**src/pkg/fldcr_pkg.sv**
```systemverilog
package fldcr_pkg;
  // Bus geometry: printed offsets are word indices
  localparam int PADDR_W = 10;
  localparam logic [7:0] IDX_CFG = 8'h2D;
  localparam logic [7:0] IDX_THR = 8'h2E;
  localparam logic [7:0] IDX_GEN3 = 8'h31;
  localparam logic [7:0] IDX_IRQ_STAT = 8'h40;
  localparam logic [7:0] IDX_IRQ_MASK = 8'h41;
  // Reset values
  localparam logic [15:0] RST_CFG = 16'h0000;
  localparam logic [15:0] RST_THR = 16'h0221;
  localparam logic [15:0] RST_GEN3 = 16'h10B0;
  // Writable bits; the rest read as zero, except the CFG stuck and cause bits
  localparam logic [15:0] CFG_WMASK = 16'hC01F;
  localparam logic [15:0] THR_WMASK = 16'h0777;
  localparam logic [15:0] GEN3_WMASK = 16'h71FD;
  // Field positions
  localparam int CFG_FORCE_BIT = 15;
  localparam int CFG_SKIP_BIT = 14;
  localparam int CFG_STUCK_BIT = 13;
  localparam int CAUSE_HI = 12;
  localparam int CAUSE_LO = 8;
  localparam int MODE_HI = 4;
  localparam int MODE_LO = 0;
  localparam int WIN_HI = 10;
  localparam int WIN_LO = 8;
  localparam int ON_HI = 6;
  localparam int ON_LO = 4;
  localparam int OFF_HI = 2;
  localparam int OFF_LO = 0;
  localparam int AN_HI = 6;
  localparam int AN_LO = 5;
  localparam int MIRROR_BIT = 0;
  // Criteria and interrupt layout
  localparam int NCRIT = 5;
  localparam int IRQ_W = 6;
  // Pin vector positions
  localparam int PIN_RX = 0;
  localparam int PIN_MSE = 1;
  localparam int PIN_MLT3 = 2;
  localparam int PIN_RXE = 3;
  localparam int PIN_DSC = 4;
  localparam int PIN_NRG = 5;
  localparam int PIN_STK = 6;
  localparam int PIN_N = 7;
  // Negotiation timer selections
  localparam logic [1:0] AN_SEL_1M6 = 2'h0;
  localparam logic [1:0] AN_SEL_2US = 2'h1;
  localparam logic [1:0] AN_SEL_800U = 2'h2;
  localparam logic [1:0] AN_SEL_11M = 2'h3;
  // Timing
  localparam int CLK_PERIOD_NS = 5;
  localparam int AN_T00_NS = 1600000;
  localparam int AN_T01_NS = 2000;
  localparam int AN_T10_NS = 800000;
  localparam int AN_T11_NS = 11000000;
  localparam int MAX_WAIT_NS = 10000;
  localparam int ENERGY_UNIT_SHIFT = 4;
  localparam int TMR_W = 22;
  function automatic int fldcr_ns_to_cyc(input int ns);
    return (ns + CLK_PERIOD_NS - 1) / CLK_PERIOD_NS;
  endfunction
  localparam int AN_T01_CYC = fldcr_ns_to_cyc(AN_T01_NS);
  localparam logic [TMR_W-1:0] MAX_WAIT_CYC =
    TMR_W'(fldcr_ns_to_cyc(MAX_WAIT_NS));
  // Drop sequencer states
  typedef enum logic [1:0] {st_idle, st_wait, st_down} fldcr_drop_type;
endpackage

```
**src/pkg/fldcr_timer_if.sv**
```systemverilog
`timescale 1ns/1ps
`default_nettype none
interface fldcr_timer_if;
  import fldcr_pkg::*;
  logic load; // Start pulse
  logic [TMR_W-1:0] count; // Cycles to run
  logic busy; // Running
  logic done; // One-cycle expiry pulse
  modport owner(output load, output count, input busy, input done);
  modport timer(input load, input count, output busy, output done);
endinterface
`default_nettype wire

```
**src/rtl/fldcr_regs.sv**
```systemverilog
`timescale 1ns/1ps
`default_nettype none
module fldcr_regs
  import fldcr_pkg::*;
#(
  parameter logic [TMR_W-1:0] AN_1M6_CYC = TMR_W'(fldcr_ns_to_cyc(AN_T00_NS)),
  parameter logic [TMR_W-1:0] AN_800U_CYC = TMR_W'(fldcr_ns_to_cyc(AN_T10_NS)),
  parameter logic [TMR_W-1:0] AN_11M_CYC = TMR_W'(fldcr_ns_to_cyc(AN_T11_NS))
) (
  input wire logic clk,
  input wire logic rst_b,
  input wire logic psel,
  input wire logic penable,
  input wire logic pwrite,
  input wire logic [PADDR_W-1:0] paddr,
  input wire logic [31:0] pwdata,
  output logic [31:0] prdata,
  output logic pready,
  output logic pslverr,
  input wire logic rx_signal_pin,
  input wire logic mse_fault_pin,
  input wire logic mlt3_error_pin,
  input wire logic rx_error_pin,
  input wire logic descr_loss_pin,
  input wire logic energy_sample_pin,
  input wire logic slicer_stuck_pin,
  input wire logic an_timer_start,
  output logic link_down,
  output logic energy_detected,
  output logic energy_lost,
  output logic an_timer_expired,
  output logic port_mirror_en,
  output logic irq
);
  // Pin synchronisers
  logic [PIN_N-1:0] pin_meta; // First stage, read by pin_sync only
  logic [PIN_N-1:0] pin_sync;
  logic [PIN_N-1:0] pins;
  assign pins = {slicer_stuck_pin, energy_sample_pin, descr_loss_pin,
                 rx_error_pin, mlt3_error_pin, mse_fault_pin, rx_signal_pin};

  always_ff @(posedge clk or negedge rst_b) begin
    if (!rst_b) begin
      pin_meta <= '0;
      pin_sync <= '0;
    end else begin
      pin_meta <= pins;
      pin_sync <= pin_meta;
    end
  end

  // Register state
  logic [15:0] cfg_rw, next_cfg_rw; // Writable control bits
  logic [NCRIT-1:0] cause, next_cause; // Latched drop causes
  logic [15:0] thr, next_thr; // Energy thresholds
  logic [15:0] gen3, next_gen3; // General config three
  logic [IRQ_W-1:0] irq_stat, next_irq_stat;
  logic [IRQ_W-1:0] irq_mask, next_irq_mask;
  logic [NCRIT-1:0] rd_snap, next_rd_snap; // Causes shown to reader
  logic [7:0] acc_idx, next_acc_idx; // Index of pending access
  logic [31:0] next_prdata;
  logic next_pready, next_pslverr, next_irq, next_mirror;

  // Field views
  logic rx_sig, force_en, skip;
  logic [NCRIT-1:0] armed, crit_now, cause_set;
  logic [2:0] win_len, on_thr, off_thr;
  logic [1:0] an_sel;
  assign rx_sig = pin_sync[PIN_RX];
  assign force_en = cfg_rw[CFG_FORCE_BIT];
  assign skip = cfg_rw[CFG_SKIP_BIT];
  assign armed = cfg_rw[MODE_HI:MODE_LO];
  assign win_len = thr[WIN_HI:WIN_LO];
  assign on_thr = thr[ON_HI:ON_LO];
  assign off_thr = thr[OFF_HI:OFF_LO];
  assign an_sel = gen3[AN_HI:AN_LO];
  // Criterion order follows the select field
  assign crit_now = {pin_sync[PIN_DSC], pin_sync[PIN_RXE],
                     pin_sync[PIN_MLT3], pin_sync[PIN_MSE], energy_lost};
  // Each armed bit gates only its own criterion
  assign cause_set = armed & crit_now;

  // Bus phases
  logic [7:0] idx;
  logic setup, done, wr, rd_done, hit;
  logic [15:0] rd16;
  logic [IRQ_W-1:0] w1c;
  logic an_done;
  assign idx = paddr[PADDR_W-1:2];
  assign setup = psel & ~penable;
  assign done = psel & penable & pready;
  assign wr = done & pwrite;
  assign rd_done = done & ~pwrite;

  // Read mux and register next values
  always_comb begin
    hit = 1'b1;
    rd16 = 16'h0000;
    case (idx)
      IDX_CFG: begin
        rd16 = cfg_rw;
        rd16[CFG_STUCK_BIT] = pin_sync[PIN_STK];
        rd16[CAUSE_HI:CAUSE_LO] = cause;
      end
      IDX_THR: rd16 = thr;
      IDX_GEN3: rd16 = gen3;
      IDX_IRQ_STAT: rd16 = {{(16-IRQ_W){1'b0}}, irq_stat};
      IDX_IRQ_MASK: rd16 = {{(16-IRQ_W){1'b0}}, irq_mask};
      default: hit = 1'b0;
    endcase
    // No wait state: pready and read data come from flops loaded in the setup phase
    next_pready = setup;
    next_pslverr = setup & ~hit;
    next_prdata = prdata;
    next_acc_idx = acc_idx;
    next_rd_snap = rd_snap;
    if (setup) begin
      next_prdata = pwrite ? 32'h0000_0000 : {16'h0000, rd16};
      next_acc_idx = idx;
      next_rd_snap = cause;
    end
    // Masked writes keep read-only bits at zero
    next_cfg_rw = cfg_rw;
    next_thr = thr;
    next_gen3 = gen3;
    next_irq_mask = irq_mask;
    w1c = '0;
    if (wr) begin
      case (idx)
        IDX_CFG: next_cfg_rw = pwdata[15:0] & CFG_WMASK;
        IDX_THR: next_thr = pwdata[15:0] & THR_WMASK;
        IDX_GEN3: next_gen3 = pwdata[15:0] & GEN3_WMASK;
        IDX_IRQ_STAT: w1c = pwdata[IRQ_W-1:0];
        IDX_IRQ_MASK: next_irq_mask = pwdata[IRQ_W-1:0];
        default: next_cfg_rw = cfg_rw;
      endcase
    end
    // Only causes the reader saw are cleared; a new set wins
    next_cause = cause | cause_set;
    if (rd_done && acc_idx == IDX_CFG) begin
      next_cause = (cause & ~rd_snap) | cause_set;
    end
    next_irq_stat = (irq_stat & ~w1c) | {an_done, cause_set};
    next_irq = |(next_irq_stat & next_irq_mask);
    next_mirror = next_gen3[MIRROR_BIT];
  end

  always_ff @(posedge clk or negedge rst_b) begin
    if (!rst_b) begin
      cfg_rw <= RST_CFG;
      cause <= '0;
      thr <= RST_THR;
      gen3 <= RST_GEN3;
      irq_stat <= '0;
      irq_mask <= '0;
      rd_snap <= '0;
      acc_idx <= 8'h00;
      prdata <= 32'h0000_0000;
      pready <= 1'b0;
      pslverr <= 1'b0;
      irq <= 1'b0;
      port_mirror_en <= 1'b0;
    end else begin
      cfg_rw <= next_cfg_rw;
      cause <= next_cause;
      thr <= next_thr;
      gen3 <= next_gen3;
      irq_stat <= next_irq_stat;
      irq_mask <= next_irq_mask;
      rd_snap <= next_rd_snap;
      acc_idx <= next_acc_idx;
      prdata <= next_prdata;
      pready <= next_pready;
      pslverr <= next_pslverr;
      irq <= next_irq;
      port_mirror_en <= next_mirror;
    end
  end

  // Energy detector: window counter and saturating accumulator
  logic [7:0] win_cnt, next_win_cnt, win_lim;
  logic [2:0] acc, next_acc;
  logic win_end, next_det, next_lost;
  assign win_lim = 8'(({5'h00, win_len} + 8'h01) << ENERGY_UNIT_SHIFT);
  assign win_end = win_cnt >= win_lim - 8'h01;

  always_comb begin
    next_win_cnt = win_cnt + 8'h01;
    next_acc = acc;
    next_det = energy_detected;
    next_lost = energy_lost;
    if (win_end) begin
      next_win_cnt = 8'h00;
      next_acc = 3'h0;
      next_det = acc > on_thr;
      next_lost = acc < off_thr;
    end else if (pin_sync[PIN_NRG] && acc != 3'h7) begin
      next_acc = acc + 3'h1;
    end
  end

  always_ff @(posedge clk or negedge rst_b) begin
    if (!rst_b) begin
      win_cnt <= 8'h00;
      acc <= 3'h0;
      energy_detected <= 1'b0;
      energy_lost <= 1'b0;
    end else begin
      win_cnt <= next_win_cnt;
      acc <= next_acc;
      energy_detected <= next_det;
      energy_lost <= next_lost;
    end
  end

  // Drop sequencer with maximum wait timer
  fldcr_timer_if wait_tif ();
  fldcr_timer_if an_tif ();
  fldcr_timer u_wait (.clk(clk), .rst_b(rst_b), .tif(wait_tif.timer));
  fldcr_timer u_an (.clk(clk), .rst_b(rst_b), .tif(an_tif.timer));

  fldcr_drop_type drop_st, next_drop_st;
  logic fire, wait_load, next_link_down;
  assign fire = |cause_set;
  assign wait_tif.load = wait_load;
  assign wait_tif.count = MAX_WAIT_CYC;

  always_comb begin
    next_drop_st = drop_st;
    wait_load = 1'b0;
    case (drop_st)
      st_idle: begin
        if (fire && skip) begin
          next_drop_st = st_down;
        end else if (fire) begin
          next_drop_st = st_wait;
          wait_load = 1'b1;
        end
      end
      st_wait: begin
        // Criterion gone before expiry: the link survives
        if (skip || wait_tif.done) begin
          next_drop_st = st_down;
        end else if (!fire) begin
          next_drop_st = st_idle;
        end
      end
      st_down: begin
        if (!fire && rx_sig) begin
          next_drop_st = st_idle;
        end
      end
      default: next_drop_st = st_idle;
    endcase
    // Force drop overrides the sequencer while the medium is silent
    next_link_down = (next_drop_st == st_down) | (force_en & ~rx_sig);
  end

  always_ff @(posedge clk or negedge rst_b) begin
    if (!rst_b) begin
      drop_st <= st_idle;
      link_down <= 1'b0;
    end else begin
      drop_st <= next_drop_st;
      link_down <= next_link_down;
    end
  end

  // Negotiation timer; duration latched at start
  logic [TMR_W-1:0] an_count;
  assign an_tif.load = an_timer_start;
  assign an_tif.count = an_count;
  assign an_done = an_tif.done;

  always_comb begin
    case (an_sel)
      AN_SEL_1M6: an_count = AN_1M6_CYC;
      AN_SEL_2US: an_count = TMR_W'(AN_T01_CYC);
      AN_SEL_800U: an_count = AN_800U_CYC;
      AN_SEL_11M: an_count = AN_11M_CYC;
      default: an_count = AN_1M6_CYC;
    endcase
  end

  always_ff @(posedge clk or negedge rst_b) begin
    if (!rst_b) begin
      an_timer_expired <= 1'b0;
    end else begin
      an_timer_expired <= an_done;
    end
  end

  // Helper: cycles since last timer start, for checking only
  localparam int AN_SHORT_DLY = AN_T01_CYC + 1;
  logic [8:0] an_age;
  logic [1:0] an_sel_q;
  always_ff @(posedge clk or negedge rst_b) begin
    if (!rst_b) begin
      an_age <= 9'h1FF;
      an_sel_q <= 2'h0;
    end else if (an_timer_start) begin
      an_age <= 9'h000;
      an_sel_q <= an_sel;
    end else if (an_age != 9'h1FF) begin
      an_age <= an_age + 9'h001;
    end
  end
endmodule
`default_nettype wire

```
**src/rtl/fldcr_timer.sv**
```systemverilog
`timescale 1ns/1ps
`default_nettype none
module fldcr_timer
  import fldcr_pkg::*;
(
  input wire logic clk,
  input wire logic rst_b,
  fldcr_timer_if.timer tif
);
  logic [TMR_W-1:0] rem; // Cycles left
  logic [TMR_W-1:0] next_rem;
  logic next_busy;
  logic next_done;

  // Down-count; a fresh load restarts it
  always_comb begin
    next_rem = rem;
    next_busy = tif.busy;
    next_done = 1'b0;
    if (tif.load) begin
      next_rem = tif.count;
      next_busy = 1'b1;
    end else if (tif.busy) begin
      next_rem = rem - TMR_W'(1);
      if (rem <= TMR_W'(1)) begin
        next_busy = 1'b0;
        next_done = 1'b1;
      end
    end
  end

  // Registers only
  always_ff @(posedge clk or negedge rst_b) begin
    if (!rst_b) begin
      rem <= '0;
      tif.busy <= 1'b0;
      tif.done <= 1'b0;
    end else begin
      rem <= next_rem;
      tif.busy <= next_busy;
      tif.done <= next_done;
    end
  end
endmodule
`default_nettype wire

```
**config.mk**
```make
export PLATFORM = sky130hd
export DESIGN_NAME = fldcr_regs
export DESIGN_NICKNAME = d
export VERILOG_FILES = /design/src/pkg/fldcr_pkg.sv /design/src/pkg/fldcr_timer_if.sv /design/src/rtl/fldcr_regs.sv /design/src/rtl/fldcr_timer.sv
export SDC_FILE = /design/constraint.sdc
export NUM_CORES = 1
export LEC_CHECK = 0
export CORE_AREA = 2 2 116 118
export CTS_CLUSTER_DIAMETER = 100
export CTS_CLUSTER_SIZE = 28
export DETAILED_ROUTE_END_ITERATION = 7
export DIE_AREA = 0 0 118 120
export DONT_BUFFER_PORTS = 1
export PLACE_DENSITY = 0.79
export SLEW_MARGIN = 25
export SYNTH_ARGS = -nofsm -noshare
export SYNTH_HDL_FRONTEND = slang
export SYNTH_HIERARCHICAL = 1
export SYNTH_SLANG_ARGS = --single-unit
```
**constraint.sdc**
```tcl
create_clock -name clk -period 5.4 [get_ports clk]
set_input_delay 0.54 -clock clk [delete_from_list [all_inputs] [get_ports clk]]
set_output_delay 0.54 -clock clk [all_outputs]
set_load 0.02 [all_outputs]
```
==> flow_metrics.tcl <==
set metrics [dict create \
    setup_violations 0 \
    synth_area_sq_um 7640 \
    port_buffers 0 \
    cts_tree "built" \
    cts.sinks 155 \
    area_growth_pct 10.4 \
    finalHoldViolations 0 \
    critPathBufInv 1 \
    reg2reg_depth 10 \
    nNetsFinal 807 \
    dp_cells 887 \
    num_antenna_cells 0 \
    drv_slew 0 \
    synthTopCellsByArea "dfrtp_1 48%, mux2_2 4.7%, nand2_1 3.8%" \
    peakVddDrop_mv 0.241 \
    dp_hpwl_um 10900 \
    die_area_sq_um 14200 \
    final_cell_area_sq_um 8430 \
    track_usage_pct 24.3 \
    powerDensity_nw_per_um2 350 \
    path_depth 10 \
    use_met2_pct 38.7 \
    wire_per_inst_um 17.8 \
    finalSetupTns_ns 0 \
    use_met3_pct 8.13 \
    drive_gt1_share_pct 14.4 \
    initial_core_util_pct 58.8 \
    tightest_slew_ns 0.959 \
    clk_path_buf_depth 2 \
    place_congestion 0.898 \
    cts_hold_buf 1 \
    synth_cell_types 65 \
    reg2reg_setup_slack_ns 2.84 \
    clock_latency_ns 0.43 \
    path_clk_slew_ns 0.06 \
    required_ns 5.72 \
    netlist_instances 706 \
    min_period_ns 2.56 \
    synth_edf_count 0 \
    start_kind "flip-flop" \
    cp_max_fo 12 \
    min_period_over_period_pct 47.4 \
    dr.pass1.iters 5 \
    cp-endpoint "energy_detected$_DFFE_PN0P_" \
    ant_nets 0 \
    async_reset_ff_share_pct 100 \
    outcome "finished clean" \
    core_sq_um 13000 \
    drt_iter0_drc 497 \
    num_rows 42 \
    post_cts.repair.setup_buffers 0 \
    h-tree-depth 4 \
    grt-busiest-layer "met2" \
    cts-buffers-inserted 17 \
    syn_area_per_cell_sq_um 10.8 \
    p_leak_nw 3.72 \
    cp.arrival_ns 2.88 \
    cp_cell_sequence "ha_1, nor2b_1, xnor2_1, nor2_1, o21ai_0, ha_1, nand2_1, o21ai_0, buf_4, mux2_2" \
    die-height_um 120 \
    yosys_warnings 6 \
    gr-total-overflow 0 \
    maxCapViolations 0 \
    die_width_um 118 \
    synth_top_area_share_pct 48.5 \
    grt_pass1_vias 5575 \
    grt_setup_unrepaired "false" \
    yosysTopAreaCell "dfrtp_1" \
    cts_root_buffer "clkbuf_16" \
    critPathTopFamily "adder cells" \
    crit_slowest_cell "dfstp_2" \
    worstHoldPathType "input port to async pin" \
    crit-reg2reg-launch "thr[9]$_DFFE_PN1P_" \
    ys_seq_area_share_pct 50.9 \
    max_freq_ghz 0.390 \
    finalClockSkew_ns 0.0101 \
    drc_errors 0 \
    ios 95 \
    startpoint "thr[9]$_DFFE_PN1P_" \
    antenna_found_initial 0 \
    ys.flop_type "dfrtp_1" \
    final-instance-count-excl-fill 920 \
    grt_use_met1_pct 30.0 \
    max_slew_margin_pct 35.6 \
    vias 5457 \
    cts_resized 0 \
    wl_um 16400 \
    grt_max_degree 156 \
    placed_area_sq_um 7810 \
    grt_pass1_wl_um 27200 \
    reg2reg_to "energy_detected$_DFFE_PN0P_" \
    ys_ff_latch 155 \
    critPathMaxStageDelay_ns 0.58 \
    vias_per_cell 5.93 \
    critPathKind "flip-flop to flip-flop" \
    endpoint_kind "flip-flop" \
]
[worst min-delay path by stage]
stage               depth (start not counted)           start  slack (ns)                        to
floorplan                                   0           rst_b        0.24        acc[0]$_DFFE_PN0P_
CTS                                         0  mlt3_error_pin        0.12     pin_meta[2]$_DFF_PN0_
detailed placement                          0           rst_b        0.25  u_an/rem[10]$_DFFE_PN0P_
finish                                      1           rst_b        0.05  u_an/rem[19]$_DFFE_PN0P_
global route                                0  mlt3_error_pin        0.11     pin_meta[2]$_DFF_PN0_
global placement                            0           rst_b        0.25  u_an/rem[12]$_DFFE_PN0P_
[metrics by stage]
step	total power, mW	worst slack, ns	utilization (%)	hold slack, ns
final	2.95	2.84	65.0	0.0503
after global routing	3.10	2.61	65.0	0.113
after CTS	2.97	2.81	64.9	0.118
after detailed placement	1.75	2.72	60.2	0.248
after global placement	1.72	2.75	60.2	0.249
after floorplan	1.67	3.10	-	0.244
[cell usage after synthesis (all sizes together), types with 5 or more instances]
library cell,number
a21o,9
a21oi,12
a222oi,5
a22o,14
a22oi,14
a31oi,10
and2,6
buf,26
clkbuf,18
dfrtp,148
dfstp,7
ha,21
inv,24
mux2,43
mux2i,10
nand2,77
nand3,20
nand4,11
nor2,33
nor2b,7
nor3,13
nor3b,5
nor4,17
nor4b,8
o21ai,46
or2,5
or3,7
or4,14
xnor2,20
xor2,13
[registers in the layout (all words and copies together) (netlist names), 8 cells and up]
register / count
u_an/rem: 22
u_wait/rem: 22
prdata: 16
gen3: 11
thr: 9
acc_idx: 8
win_cnt: 8
[cell type report]
cell class                      instances  area [sq um]
Clock inverter                         15           164
Inverter                               24          90.1
Fill cell                             957          4550
Timing Repair Buffer                    5          57.6
Tap cell                              176           220
Sequential cell                       155          3890
Multi-Input combinational cell        528          3590
Clock buffer                           17           425
[cells by family after synthesis]
logic type	count (synthesis)	share of synthesized area, %
other	2	0.0983
and+or+nand+nor	244	18.0
adders and majority gates	21	3.44
AOI/OAI and AO/OA	130	11.6
muxes	53	7.65
DFF	155	50.9
xor gates and xnor gates	33	3.78
buffers and inverters	68	4.50
[cell usage in the layout (no fill, tap or decap), types with 11 or more instances in the layout]
cell type	count
inv_1	24
xor2_1	13
a22o_1	13
o21ai_0	34
a22oi_1	14
conb_1	47
ha_1	21
xnor2_1	20
dfrtp_1	148
nand3_1	19
nor2_1	33
nor4_1	14
a21oi_1	12
nand2_1	77
nor3_1	13
nand4_1	11
mux2_1	11
mux2_2	32
clkbuf_16	17
[layer usage]
metal  routed length [um]  part of all wire, %  vias up
met3                 1130                  6.9       52
met2                 8060                   49      170
li1                     -                    -     2552
met5                    0                    0        -
met1                 6660                   41     2683
met4                  499                  3.1        0
[power breakdown]
group | switching, mW | internal (mW)
clock | 0.499 | 0.686
combinational | 0.198 | 0.170
sequential | 0.131 | 1.27
total | 0.828 | 2.13
No activity file was read; power rests on OpenSTA's default activity.
